## src/common/scpx_pkg.sv

```systemverilog
/*
  scpx_pkg: shared constants and carriers for the soft cpu pipeline and
  exception status block.
  assumes: one processor clock, selector codes 3 bits wide.
*/
package scpx_pkg;
  // special register selectors
  localparam logic [2:0] SEL_EXC_STATUS = 3'h5;
  localparam logic [2:0] SEL_FLOAT_STATUS = 3'h7;
  // exception cause codes
  localparam logic [4:0] CAUSE_NONE = 5'h00;
  localparam logic [4:0] CAUSE_UNALIGNED = 5'h01;
  localparam logic [4:0] CAUSE_ILLEGAL = 5'h02;
  localparam logic [4:0] CAUSE_IBUS = 5'h03;
  localparam logic [4:0] CAUSE_DBUS = 5'h04;
  localparam logic [4:0] CAUSE_DIVZERO = 5'h05;
  localparam logic [4:0] CAUSE_FPU = 5'h06;
  // field positions, msb-0 numbering mapped to lsb-0 vector bits (bit n -> 31-n)
  localparam int CAUSE_LSB = 0;
  localparam int WORD_BIT = 11;
  localparam int STORE_BIT = 10;
  localparam int RX_LSB = 5;
  localparam int FLAG_LSB = 0;
  // reset values and vectors
  localparam logic [31:0] EXC_STATUS_RESET = 32'h0000_0000;
  localparam logic [4:0] FLOAT_FLAGS_RESET = 5'h00;
  localparam logic [31:0] RESET_VECTOR = 32'h0000_0000;
  localparam logic [31:0] EXC_VECTOR = 32'h0000_0020;
  localparam logic [31:0] ADDR_RESET = 32'h0000_0000;
  localparam logic [4:0] EXC_RETURN_REG = 5'h11;
  localparam logic [31:0] INSN_STEP = 32'h0000_0004;
  localparam logic [3:0] NOP_COUNT = 4'h0;

  // data access sizes
  typedef enum logic [1:0] {SCPX_BYTE, SCPX_HALF, SCPX_WORD} scpx_size_t;

  // one executing instruction as delivered by the decoder
  typedef struct packed {
    logic valid;
    logic mem;
    logic store;
    scpx_size_t size;
    logic [4:0] reg_num;
    logic [31:0] addr;
    logic branch_taken;
    logic delay_slot;
    logic [31:0] target;
    logic [3:0] extra_cycles;
    logic illegal;
    logic divzero;
    logic fpu_exc;
    logic [4:0] fpu_flags;
    logic move_to_special;
    logic mfs;
    logic [2:0] sel;
    logic [31:0] wdata;
  } scpx_exec_t;

  // memory request on the three interfaces
  typedef struct packed {
    logic [2:0] start;
    logic [2:0] abort;
    logic [31:0] addr;
    logic store;
    scpx_size_t size;
  } scpx_mem_t;
endpackage : scpx_pkg

```

## src/rtl/scpx_core.sv

```systemverilog
/*
  scpx_core: three stage pipeline control, prefetch buffer, exception
  status and float status registers, speculative data access issue.
  assumes: decoder supplies the execute-stage instruction as a struct,
  memories answer fetches with ifetch_ack, and the address map decode
  outside gives a one-hot interface match a cycle after issue.
*/
`timescale 1ns/1ns
module scpx_core #(
  parameter bit UNALIGNED_EXC = 1'b1
) (
  input wire logic clk,
  input wire logic nrst,
  input wire scpx_pkg::scpx_exec_t exec_in,
  input wire logic ifetch_ack,
  input wire logic [31:0] ifetch_data,
  input wire logic ibus_err,
  input wire logic dbus_err,
  input wire logic [2:0] bus_match,
  output logic [31:0] ifetch_addr,
  output logic ifetch_req,
  output logic [31:0] decode_insn,
  output logic decode_valid,
  output logic exec_ready,
  output scpx_pkg::scpx_mem_t dmem,
  output logic [31:0] spr_rdata,
  output logic [31:0] exc_status,
  output logic [31:0] exc_address,
  output logic [4:0] float_flags,
  output logic gpr_we,
  output logic [4:0] gpr_waddr,
  output logic [31:0] gpr_wdata
);
  import scpx_pkg::*;

  typedef struct packed {
    logic [31:0] pc;
    logic [31:0] fetch_insn;
    logic fetch_valid;
    logic [31:0] fetch_pc;
    logic [31:0] dec_insn;
    logic dec_valid;
    logic [31:0] dec_pc;
    logic [31:0] pf_insn;
    logic pf_valid;
    logic [3:0] stall_cnt;
    logic [31:0] exception_status;
    logic [31:0] exception_address;
    logic [4:0] float_status_flags;
    scpx_mem_t dm;
    logic [31:0] rdata;
    logic we;
    logic [4:0] waddr;
    logic [31:0] wdata;
    logic ireq;
    logic ready;
  } scpx_state_t;

  scpx_state_t st_reg;
  scpx_state_t st_next;

  // natural alignment check, shared by issue and exception paths
  function automatic logic scpx_misaligned(input scpx_size_t sz, input logic [1:0] lo);
    scpx_misaligned = (sz == SCPX_WORD && lo != 2'b00) || (sz == SCPX_HALF && lo[0]);
  endfunction : scpx_misaligned

  logic stall;
  logic unaligned;
  logic take_exc;
  logic [4:0] cause;

  // stall while extra execute cycles remain
  assign stall = exec_in.valid && (exec_in.extra_cycles != NOP_COUNT) &&
                 (st_reg.stall_cnt != exec_in.extra_cycles);
  assign unaligned = UNALIGNED_EXC && exec_in.valid && exec_in.mem &&
                     scpx_misaligned(exec_in.size, exec_in.addr[1:0]);

  // cause priority, fixed order
  always_comb begin
    cause = CAUSE_NONE;
    if (ibus_err) begin
      cause = CAUSE_IBUS;
    end else if (exec_in.valid && exec_in.illegal) begin
      cause = CAUSE_ILLEGAL;
    end else if (unaligned) begin
      cause = CAUSE_UNALIGNED;
    end else if (dbus_err) begin
      cause = CAUSE_DBUS;
    end else if (exec_in.valid && exec_in.divzero) begin
      cause = CAUSE_DIVZERO;
    end else if (exec_in.valid && exec_in.fpu_exc) begin
      cause = CAUSE_FPU;
    end
  end
  assign take_exc = (cause != CAUSE_NONE);

  // next state
  always_comb begin
    st_next = st_reg;
    st_next.we = 1'b0;
    st_next.dm.start = 3'b000;
    st_next.dm.abort = 3'b000;
    st_next.ireq = 1'b1;
    // abort speculative accesses that did not match, one cycle after issue
    if (st_reg.dm.start != 3'b000) begin
      st_next.dm.abort = st_reg.dm.start & ~bus_match;
    end
    // multi-cycle counter
    if (stall) begin
      st_next.stall_cnt = st_reg.stall_cnt + 4'h1;
    end else begin
      st_next.stall_cnt = NOP_COUNT;
    end
    // prefetch loads the next sequential word into its one-entry buffer while stalled
    if (stall) begin
      if (!st_reg.pf_valid && ifetch_ack) begin
        st_next.pf_insn = ifetch_data;
        st_next.pf_valid = 1'b1;
        st_next.pc = st_reg.pc + INSN_STEP;
      end
      st_next.ireq = !st_reg.pf_valid;
    end else begin
      // one stage per cycle: decode takes fetch, fetch takes buffer or memory
      st_next.dec_insn = st_reg.fetch_insn;
      st_next.dec_valid = st_reg.fetch_valid;
      st_next.dec_pc = st_reg.fetch_pc;
      if (st_reg.pf_valid) begin
        st_next.fetch_insn = st_reg.pf_insn;
        st_next.fetch_valid = 1'b1;
        st_next.fetch_pc = st_reg.pc - INSN_STEP;
        st_next.pf_valid = 1'b0;
      end else if (ifetch_ack) begin
        st_next.fetch_insn = ifetch_data;
        st_next.fetch_valid = 1'b1;
        st_next.fetch_pc = st_reg.pc;
        st_next.pc = st_reg.pc + INSN_STEP;
      end else begin
        st_next.fetch_valid = 1'b0;
      end
    end
    // execute-stage effects when the instruction finishes
    if (exec_in.valid && !stall && !take_exc) begin
      if (exec_in.mem) begin
        // same path for i/o and memory: issue on every interface at once
        st_next.dm.start = 3'b111;
        st_next.dm.addr = exec_in.addr;
        st_next.dm.store = exec_in.store;
        st_next.dm.size = exec_in.size;
      end
      st_next.float_status_flags = st_reg.float_status_flags | exec_in.fpu_flags;
      if (exec_in.move_to_special && exec_in.sel == SEL_FLOAT_STATUS) begin
        st_next.float_status_flags = exec_in.wdata[FLAG_LSB +: 5] | exec_in.fpu_flags;
      end
      if (exec_in.mfs) begin
        st_next.rdata = EXC_STATUS_RESET;
        if (exec_in.sel == SEL_EXC_STATUS) begin
          st_next.rdata = st_reg.exception_status;
        end else if (exec_in.sel == SEL_FLOAT_STATUS) begin
          st_next.rdata = {27'h000_0000, st_reg.float_status_flags};
        end
      end
      if (exec_in.branch_taken) begin
        // fetch always flushed; decode kept only for a delay slot
        st_next.pc = {exec_in.target[31:2], 2'b00};
        st_next.fetch_valid = 1'b0;
        st_next.pf_valid = 1'b0;
        if (!exec_in.delay_slot) begin
          st_next.dec_valid = 1'b0;
        end
      end
    end
    // exception: record cause and detail, flush, vector, save decode pc
    if (take_exc) begin
      st_next.exception_status = EXC_STATUS_RESET;
      st_next.exception_status[CAUSE_LSB +: 5] = cause;
      if (cause == CAUSE_UNALIGNED) begin
        st_next.exception_status[WORD_BIT] = (exec_in.size == SCPX_WORD);
        st_next.exception_status[STORE_BIT] = exec_in.store;
        st_next.exception_status[RX_LSB +: 5] = exec_in.reg_num;
      end
      if (cause == CAUSE_UNALIGNED) begin
        st_next.exception_address = exec_in.addr;
      end else if (cause == CAUSE_DBUS) begin
        st_next.exception_address = st_reg.dm.addr;
      end
      if (cause == CAUSE_FPU) begin
        st_next.float_status_flags = st_reg.float_status_flags | exec_in.fpu_flags;
      end
      st_next.pc = EXC_VECTOR;
      st_next.fetch_valid = 1'b0;
      st_next.dec_valid = 1'b0;
      st_next.pf_valid = 1'b0;
      st_next.stall_cnt = NOP_COUNT;
      st_next.we = 1'b1;
      st_next.waddr = EXC_RETURN_REG;
      st_next.wdata = st_reg.dec_pc;
    end
    // ready registered so the port comes straight from a flip-flop
    st_next.ready = (st_next.stall_cnt == NOP_COUNT);
  end

  // state register, constants only under reset
  always_ff @(posedge clk or negedge nrst) begin
    if (!nrst) begin
      st_reg <= '0;
      st_reg.pc <= RESET_VECTOR;
      st_reg.exception_status <= EXC_STATUS_RESET;
      st_reg.exception_address <= ADDR_RESET;
      st_reg.float_status_flags <= FLOAT_FLAGS_RESET;
      st_reg.ready <= 1'b1;
    end else begin
      st_reg <= st_next;
    end
  end

  // outputs straight from the state register
  assign ifetch_addr = st_reg.pc;
  assign ifetch_req = st_reg.ireq;
  assign decode_insn = st_reg.dec_insn;
  assign decode_valid = st_reg.dec_valid;
  assign exec_ready = st_reg.ready;
  assign dmem = st_reg.dm;
  assign spr_rdata = st_reg.rdata;
  assign exc_status = st_reg.exception_status;
  assign exc_address = st_reg.exception_address;
  assign float_flags = st_reg.float_status_flags;
  assign gpr_we = st_reg.we;
  assign gpr_waddr = st_reg.waddr;
  assign gpr_wdata = st_reg.wdata;

  // aborts only ever follow an issue by one cycle
  property p_abort_follows;
    @(posedge clk) disable iff (!nrst)
      (dmem.abort != 3'b000) |-> ($past(dmem.start) == 3'b111);
  endproperty
  a_abort_follows: assert property (p_abort_follows) else $error("abort without issue");

  property p_issue_all;
    @(posedge clk) disable iff (!nrst)
      (dmem.start != 3'b000) |-> (dmem.start == 3'b111);
  endproperty
  a_issue_all: assert property (p_issue_all) else $error("partial issue");

  property p_fetch_aligned;
    @(posedge clk) disable iff (!nrst) ifetch_addr[1:0] == 2'b00;
  endproperty
  a_fetch_aligned: assert property (p_fetch_aligned) else $error("fetch unaligned");

  property p_exc_vector;
    @(posedge clk) disable iff (!nrst)
      take_exc |=> (ifetch_addr == EXC_VECTOR && gpr_we && gpr_waddr == EXC_RETURN_REG);
  endproperty
  a_exc_vector: assert property (p_exc_vector) else $error("no vector jump");

  property p_cause;
    @(posedge clk) disable iff (!nrst)
      take_exc |=> (exc_status[CAUSE_LSB +: 5] == $past(cause));
  endproperty
  a_cause: assert property (p_cause) else $error("cause not recorded");

  property p_detail_zero;
    @(posedge clk) disable iff (!nrst)
      (take_exc && cause != CAUSE_UNALIGNED) |=> (exc_status[31:5] == 27'h000_0000);
  endproperty
  a_detail_zero: assert property (p_detail_zero) else $error("detail not zero");

  property p_unaligned_no_issue;
    @(posedge clk) disable iff (!nrst)
      unaligned |=> (dmem.start == 3'b000);
  endproperty
  a_unaligned_no_issue: assert property (p_unaligned_no_issue) else $error("unaligned issued");

  property p_flags_sticky;
    @(posedge clk) disable iff (!nrst)
      !(exec_in.valid && exec_in.move_to_special && exec_in.sel == SEL_FLOAT_STATUS)
      |=> ((float_flags & $past(float_flags)) == $past(float_flags));
  endproperty
  a_flags_sticky: assert property (p_flags_sticky) else $error("flag lost");

  property p_branch_flush;
    @(posedge clk) disable iff (!nrst)
      (exec_in.valid && exec_in.branch_taken && !exec_in.delay_slot && !stall && !take_exc)
      |=> (!decode_valid ##1 !decode_valid);
  endproperty
  a_branch_flush: assert property (p_branch_flush) else $error("decode not flushed");

  property p_stall_hold;
    @(posedge clk) disable iff (!nrst)
      (stall && !take_exc) |=> $stable(decode_insn);
  endproperty
  a_stall_hold: assert property (p_stall_hold) else $error("decode moved in stall");
endmodule : scpx_core

```

## config.mk

```make
export PLATFORM = sky130hd
export DESIGN_NAME = scpx_core
export DESIGN_NICKNAME = d
export VERILOG_FILES = /design/src/common/scpx_pkg.sv /design/src/rtl/scpx_core.sv
export SDC_FILE = /design/constraint.sdc
export NUM_CORES = 1
export LEC_CHECK = 0
export ABC_AREA = 1
export BUFFER_PORTS_ARGS = -buffer_cell sky130_fd_sc_hd__clkbuf_2
export CORE_AREA = 2 2 180 182
export CTS_CLUSTER_DIAMETER = 60
export DETAILED_ROUTE_END_ITERATION = 8
export DIE_AREA = 0 0 182 184
export GPL_ROUTABILITY_DRIVEN = 0
export PLACE_DENSITY = 0.8
export SLEW_MARGIN = 40
export SYNTH_ARGS = -nofsm -noshare
export SYNTH_HDL_FRONTEND = slang
export SYNTH_SLANG_ARGS = --single-unit
```

## constraint.sdc

```tcl
create_clock -name clk -period 2.2 [get_ports clk]
set_clock_uncertainty 0.1 [all_clocks]
set_input_delay 0.22 -clock clk [delete_from_list [all_inputs] [get_ports clk]]
set_output_delay 0.22 -clock clk [all_outputs]
set_load 0.03 [all_outputs]
```

After elaboration in Yosys (flattened, before gate mapping)
Index checks and enable logic that the tools add are counted. W data, S select, Z words.

Flip-flop bits (word level): 357. Bits of input ports: 165. Output and inout bits: 247. Logic and storage cells: 111.

Add/sub/neg operators: 3. Equal/unequal tests: 8. Multiplexer cells: 42. Bitwise operators: 5. Reductions and logical operators: 29.

Operator list (count): $mux W32 (9); $mux W98 (1); $mux W74 (1); $mux W65 (1); $mux W64 (1); $mux W38 (1); $add A32 B3 Y32 const B (1); $sub A32 B3 Y32 const B (1); $mux W3 (8); $mux W5 (3); $logic_and A1 B1 Y1 (13); $mux W1 (13); $mux W12 (1); $eq A5 B3 Y1 const B (2); $or A5 B5 Y5 (2); $reduce_and A2 Y1 (5); $mux W8 (1); $mux W7 (1); $eq A3 B3 Y1 const B (2); $reduce_bool A2 Y1 (3); $eq A5 B1 Y1 const B (1); $reduce_bool A5 Y1 (1); $add A4 B1 Y4 const B (1); $logic_not A4 Y1 (1); 11 further kinds (13).

Longest topological paths before layout
Gate-level depths: netlist of run 1.

Depth in word-level cells: 14. Gate-level depth with buffers: 15. Depth with buffers taken out: 14.

Worst setup path after synthesis of run 1
Ideal clock, no wire load.

Path kind: reg2reg. Start: register st_reg, in the netlist ifetch_addr[2]. End: register st_reg[314] in the netlist's numbering. Arrival: 1689 ps. Path slack: 289 ps. Stages on the path, launching flop included: 14. Buffers on the path: 0. Clock period less this slack: 1911 ps. Cell sequence: dfrtp_1 > inv_1 > ha_1 > nand2_2 > inv_2 > nand3_1 > nor2_2 > nand3_1 > nor2_2 > nand2_1 > nor2_1 > nand2_1 > nand2_1 > o21ai_1.

Longest elaborated chain between the ends: 2.

Ends and longest elaborated chain: start: declaration (RTL line scpx_core.sv:59) `scpx_state_t st_reg;`; start signal: assignment (RTL line scpx_core.sv:212) `st_reg <= st_next;`; $sub A32 B3 Y32 (RTL line scpx_core.sv:130) `st_next.fetch_pc = st_reg.pc - INSN_STEP;`; $mux W65 (RTL line scpx_core.sv:127) `if (st_reg.pf_valid) begin`.

Every way passes these cells. A chain may end at the register's enable or synchronous reset.

Worst setup path after layout of run 1
Start: input port exec_in[120] in the netlist's numbering. End: register st_reg, in the netlist exc_address[5].

Longest elaborated chain between the ends: 10.

Ends and longest elaborated chain: start: declaration (RTL line scpx_core.sv:14) `input wire scpx_pkg::scpx_exec_t exec_in,`; $eq A2 B2 Y1 / $eq A2 B1 Y1 (equally long branches) (RTL line scpx_core.sv:64) `scpx_misaligned = (sz == SCPX_WORD && lo != 2'b00) || (sz == SCPX_HALF && lo[0]);`; $logic_and A1 B1 Y1 (RTL line scpx_core.sv:64); $logic_or A1 B1 Y1 (*) (RTL line scpx_core.sv:64); $logic_and A1 B1 Y1 (*) (RTL line scpx_core.sv:75) `assign unaligned = UNALIGNED_EXC && exec_in.valid && exec_in.mem &&`; $mux W3 (*) (RTL line scpx_core.sv:85) `end else if (unaligned) begin`; $mux W3 (*) (RTL line scpx_core.sv:83) `end else if (exec_in.valid && exec_in.illegal) begin`; $mux W3 (*) (RTL line scpx_core.sv:81) `if (ibus_err) begin`; $eq A5 B1 Y1 / $eq A5 B3 Y1 (equally long branches) (RTL line scpx_core.sv:181, scpx_core.sv:183); $reduce_bool A2 Y1 (no source line); $reduce_and A2 Y1 (no source line).

Mark *: on every way between the ends. The rest lies on a longest branch, timed or not.

==> run metrics, run 1 <==
status completed; remaining antenna violation count after routing 0; Core ar. ~0.031 mm²; number of nets in the final layout 2522; fraction of registers with async set/reset 100.0%; number of warnings reported in the yosys synthesis log 0; total wirelength of the detailed-routed design 47060 µm; share of total power in sequential cells between 40 and 50%; register clock-pin slew on the reported worst setup and hold paths roughly 60 ps; Remaining DRCs 0; cell row count 65; number of flip-flops in the largest register between 100 and 150; number of max-cap violations 0; top fanout value on the critical path 11; startpoint of the tightest hold check path exec_in[0]; Worst R2R Start st_reg[182]; Die Width 182 µm; final hold violations 0; internal reg-to-reg setup slack 100 ps; ratio of routed vias to standard cells about 5.3; number of cells after detailed placement roughly 2600; top post-synthesis cells by area dfrtp_1 (48%), nand2_1 (18%), buf_4 (11%); Main synth FF type dfrtp_1; Mapped Cells 2097; clock latency on the worst-skew pair 510 ps; Clock Tree Root clkbuf_16; total internal power 11.17 mW; top-area cell type share of the netlist area between 40% and 50%; count of endpoints failing setup in the final report 0; Leakage 10.53 nW; floorplan die height 184 µm; critical path startpoint category input port; most area-hungry cell type in the Yosys netlist dfrtp_1; via count of the first global-routing pass approximately 14000; post-placement cell area 0.01736 mm²; Critical Path RT ~2500 ps; headroom to the max-slew limit 56.28%; post-layout min period 2154 ps; Pre-antenna DRT Iters 7; share of the core filled with cells in the final layout 63.28%; endpoint of the worst register-to-register path ifetch_addr[26]; buffers added on ports roughly 330; leading cell type in the layout, fill and taps excluded nand2_1; total of fill cells in the finished design 2529; WL per Instance 16.92 µm; first-pass GRT wire length 71950 µm; Final Hold Slack 18.78 ps; final cell count without fillers approximately 2800; unrepaired setup endpoints after global routing true; die area about 0.033 mm²; drt initial violations 1112; largest net degree at the start of global routing 71; post-synthesis sequential area ratio just under 50%; FF-to-FF path depth 10; initial core utilization 53.40%; data arrival time of the critical path 2480 ps; Hold Path Depth 5; clock buffer count from CTS 36; clock tree from TritonCTS done; antenna fix cells 0; overall global routing resource usage about a quarter; dpl hpwl slightly above 30000 µm; number of synthesized register bits around 330; combinational fraction of design power 22.2%; vias after detailed routing 14670; synthesized area divided by synthesized cell count approximately 8.0 µm²; initial antenna violation count 0; area added between synthesis and finish 18.50%; leading cell types in the layout, fill and taps excluded nand2_1 (788), clkbuf_2 (332), dfrtp_1 (323); Yosys cell types between 40 and 50; proportion of layout cells with a drive suffix above 1 21.64%; CP Capture Type flop; number of top-level pins 412; cell area after synthesis 0.01676 mm²; Hold/Removal Path Class in -> reg; WHS Endpoint float_flags[0]; post-route clock period utilization 97.89%; H-tree depth 2; pin slew with the least headroom to its limit 653.4 ps; net switching power figure approximately 5.5 mW; final total negative setup slack 0 ps; Max Slew Vio Count 0; EDFF count, synth 0; number of buffers on the longest clock path 3; Worst Setup Slack post-DPL -2.957 ps; Cell Pwr Density ~840 mW/mm²; aggregate global routing overflow 0; sink count of the clock tree 325; switching fraction of total power 33.03%; critical path type in -> reg; Setup WS post-layout 46.35 ps; overall power 16.67 mW; clock network fraction of total power roughly a third; VDD IR-drop max 0.6241 mV; top achievable clock speed approximately 460 MHz; area of all placed cells without fillers 0.01986 mm²
[logic make-up (layout without fill, tap and decap cells)]
family / Yosys count / in the layout / synth area share, %
XOR/XNOR: 45 / 45 / 2.351
buffers and inverters: 450 / 684 / 16.21
other: 1 / 49 / 0.02237
adder cells (fa/ha/maj): 3 / 3 / 0.2240
AO/OA/AOI/OAI: 209 / 209 / 7.114
flip-flops: 325 / 325 / 48.53
AND/OR/NAND/NOR: 1063 / 1064 / 25.49
multiplexers: 1 / 1 / 0.06717
[layer usage]
layer	up-vias	share of wire (%)	wire (µm)	GRT usage [%]
li1	6802	-	-	-
met3	121	9.4	4402	4.952
met4	0	3.8	1800	10.84
met5	-	0	0	0
met2	823	48	22770	45.59
met1	6928	38	18090	33.49
[power by group through the flow]
stage                     combinational, mW  clock [mW]  sequential, mW
after detailed placement               3.43           0            7.28
final                                  3.69        5.77            7.21
after CTS                              3.61        5.83            7.18
after global routing                   4.00        6.10            7.28
after floorplan                        3.09           0            7.13
after global placement                 3.35           0            7.25
[layout make-up]
cell class                      count  area (µm²)  area share [%]
Tap cell                          402       503.0           2.532
Inverter                          112       427.9           2.154
Sequential cell                   325        8135           40.95
Multi-Input combinational cell   1371        6200           31.21
Clock inverter                      7       52.55          0.2645
Clock buffer                       57        1061           5.341
Timing Repair Buffer              508        3485           17.54
[worst max-delay path by stage]
stage | end | start | depth (start not counted) | slack (ps)
detailed placement | exc_address[5] | exec_in[124] | 11 | -3
global placement | exc_address[26] | exec_in[124] | 11 | 70
CTS | exc_address[5] | exec_in[83] | 15 | 40
finish | exc_address[5] | exec_in[120] | 14 | 50
floorplan | st_reg[314] | ifetch_addr[2] | 13 | 290
global route | exc_address[5] | exec_in[120] | 14 | -10
[synth_stat cells (9+ instances only)]
| cell type | instances |
|---|---|
| a21oi_1 | 14 |
| a31oi_1 | 37 |
| buf_2 | 38 |
| buf_4 | 250 |
| clkbuf_1 | 44 |
| dfrtp_1 | 324 |
| inv_1 | 99 |
| inv_2 | 12 |
| nand2_1 | 792 |
| nand2_2 | 9 |
| nand3_1 | 82 |
| nor2_1 | 131 |
| nor3_1 | 15 |
| o21ai_0 | 54 |
| o21ai_1 | 73 |
| o21ai_2 | 10 |
| or2_2 | 9 |
| xor2_1 | 41 |
[worst max-delay path: stages]
cell and delay, ps:
dlygate4sd3_1 540, clkbuf_2 160, nor2_2 140, nand2_1 60
nand2_1 60, nand2_2 90, nand3_2 130, inv_2 70
nor2_4 150, nand2_2 160, nand2_2 210, buf_4 230
nand2_1 140, nand2_1 100
[timing repair]
item | 4_1_cts | 5_1_grt
resized for setup | 1 | 33
hold buffers | 114 | 0
cloned | 0 | 3
setup buffers | 0 | 7
pin swaps | 0 | 5
setup endpoints to repair | 2 | 99
hold endpoints to repair | 225 | 0
No activity file was read; power rests on OpenSTA's default activity.
==> run 2, diff against run 1 <==
- PLACE_DENSITY: 0.8 -> 0.79
==> run 2 against run 1 <==
Against the previous run: combinational power hardly changed; worst hold slack better by 6.5 ps; non-clock buffer count is 2 higher; clock-buffer cell count is 1 lower; register-to-register slack hardly changed; wire length is 0.89% higher; critical endpoint is now exc_address[6]; largest cell class unchanged.
==> run metrics, run 2 (synthesis results as in run 1) <==
status completed; Pre-antenna DRT Iters 6 (-1); internal reg-to-reg setup slack 100 ps (about the same); Final Hold Slack 25.27 ps (+6.483 ps); Core ar. 0.03139 mm² (unchanged); Hold Path Depth 6 (+1); critical path type in -> reg; pin slew with the least headroom to its limit 679.0 ps (+25.60 ps); via count of the first global-routing pass 14260 (+0.52%); Worst R2R Start ifetch_addr[2]; final cell count without fillers 2788 (+0.22%); dpl hpwl 30670 µm (-0.71%); top achievable clock speed 464.8 MHz (+0.11%); post-layout min period 2151 ps (-2.344 ps); Clock Tree Root clkbuf_16; M3 GR Usage 6.002% (+1.0 points); aggregate global routing overflow 0 (unchanged); number of cells after detailed placement 2592 (-0.12%); critical path startpoint category input port; Remaining DRCs 0 (unchanged); clock tree from TritonCTS done; count of endpoints failing setup in the final report 0 (unchanged); number of top-level pins 412 (unchanged); final total negative setup slack 0 ps (unchanged); proportion of layout cells with a drive suffix above 1 22.10% (+0.46 points); number of max-cap violations 0 (unchanged); unrepaired setup endpoints after global routing true; Cell Pwr Density 864.8 mW/mm² (+3.0%); clock latency on the worst-skew pair 520 ps (about the same); leading cell types in the layout, fill and taps excluded nand2_1 (786), clkbuf_2 (332), dfrtp_1 (324); initial antenna violation count 1 (+1); Max Slew Vio Count 0 (unchanged); vias after detailed routing 14680 (+0.061%); area added between synthesis and finish 20.00%; Die Width 182 µm (unchanged); Hold/Removal Path Class in -> reg; leading cell type in the layout, fill and taps excluded nand2_1; share of total power in sequential cells 41.5% (-1.8 points); drt initial violations 1234 (+11%); initial core utilization 53.40% (unchanged); most congested layer reported by global routing met2; VDD IR-drop max 0.6265 mV (+0.39%); switching fraction of total power 32.12% (-0.91 points); top fanout value on the critical path 33 (+22); number of nets in the final layout 2525 (+0.12%); Leakage 10.67 nW (+1.2%); FF-to-FF path depth 12 (+2); total wirelength of the detailed-routed design 47480 µm (+0.89%); combinational fraction of design power 21.3% (-0.9 points); sink count of the clock tree 325 (unchanged); ratio of routed vias to standard cells 5.266 (-0.15%); WHS Endpoint ifetch_addr[12]; total internal power 11.81 mW (+5.7%); GR Layer Usage met2 45.48% (-0.11 points); GR met1 Demand/Resource 34.28% (+0.80 points); cell row count 65 (unchanged); startpoint of the tightest hold check path exec_in[61]; clock buffer count from CTS 37 (+2.8%); data arrival time of the critical path 2440 ps (-40 ps); floorplan die height 184 µm (unchanged); largest net degree at the start of global routing 71 (unchanged); number of flip-flops in the largest register 130 (unchanged); remaining antenna violation count after routing 0 (unchanged); number of buffers on the longest clock path 3 (unchanged); H-tree depth 2 (unchanged); CP Capture Type flop; overall global routing resource usage 27.19% (+0.54 points); first-pass GRT wire length 73210 µm (+1.8%); clock network fraction of total power 37.2% (+2.6 points); endpoint of the worst register-to-register path st_reg[312]; final hold violations 0 (unchanged); Critical Path RT 2490 ps (-30 ps); register clock-pin slew on the reported worst setup and hold paths 60 ps (about the same); WL per Instance 17.03 µm (+0.67%); post-route clock period utilization 97.79% (-0.11 points); headroom to the max-slew limit 54.57% (-1.7 points); die area 0.03349 mm² (unchanged); buffers added on ports 333 (unchanged); net switching power figure 5.587 mW (+1.4%)
-- run 2: final cells by class --
class | count | area (µm²)
Clock inverter | 11 | 153.9
Inverter | 112 | 427.9
Sequential cell | 325 | 8134
Antenna cell | 1 | 2.502
Clock buffer | 56 | 1140
Fill cell | 2479 | 11280
Tap cell | 402 | 503.0
Multi-Input combinational cell | 1371 | 6216
Timing Repair Buffer | 510 | 3537
-- run 2: repair_timing --
| action | in CTS | in global routing |
|---|---|---|
| gates resized for setup | 0 | 40 |
| buffers inserted | 0 | 5 |
| hold endpoints to repair | 460 | 0 |
| endpoints found under the setup margin | 0 | 138 |
| hold buffers | 118 | 0 |
-- run 2: worst max-delay path, cell delays in order --
cell	delay [ps]
dlygate4sd3_1	580
clkbuf_2	160
nor2_4	120
nand2_1	60
nand2_1	90
nand2_2	100
nand3_2	110
inv_2	70
nor2_4	140
buf_4	140
nand2_4	80
buf_12	180
nand2_1	70
o21ai_1	70
nand2_1	140
nand2_1	70
-- run 2: per-stage QoR --
step | instance area (µm²) | setup slack, ps | power (mW) | util, %
after detailed placement | 17340 | 85.83 | 10.72 | 55.24
after global placement | 17340 | 141.2 | 10.61 | 55.24
after floorplan | 16940 | 289.4 | 10.22 | -
after CTS | 19820 | 16.22 | 17.38 | 63.12
final | 20110 | 48.69 | 17.39 | 64.07
after global routing | 20110 | -45.03 | 18.14 | 64.07
-- run 2: per-layer routing --
metal  vias up  part of all wire, %  wire length (µm)
met5         -                    0                 0
met4         0                  4.1              1952
met3       148                   10              4843
met2       830                   48             22670
met1      6899                   38             18020
li1       6806                    -                 -
-- run 2: worst max-delay path by stage --
stage                     depth (start not counted)  slack [ps]               to      startpoint
after floorplan                                  13         290      st_reg[314]  ifetch_addr[2]
after global placement                           13         140      st_reg[314]  ifetch_addr[2]
after detailed placement                         14          90  ifetch_addr[13]     exec_in[83]
after CTS                                        13          20  ifetch_addr[13]    exec_in[120]
after global routing                             17         -50   exc_address[6]     exec_in[83]
final                                            16          50   exc_address[6]    exec_in[120]
-- run 2: power by group through the flow --
stage / clock network (mW) / registers [mW] / logic, mW
floorplan: 0 / 7.13 / 3.09
global placement: 0 / 7.25 / 3.35
detailed placement: 0 / 7.30 / 3.43
CTS: 6.58 / 7.20 / 3.61
global route: 6.83 / 7.30 / 4.02
finish: 6.47 / 7.22 / 3.70
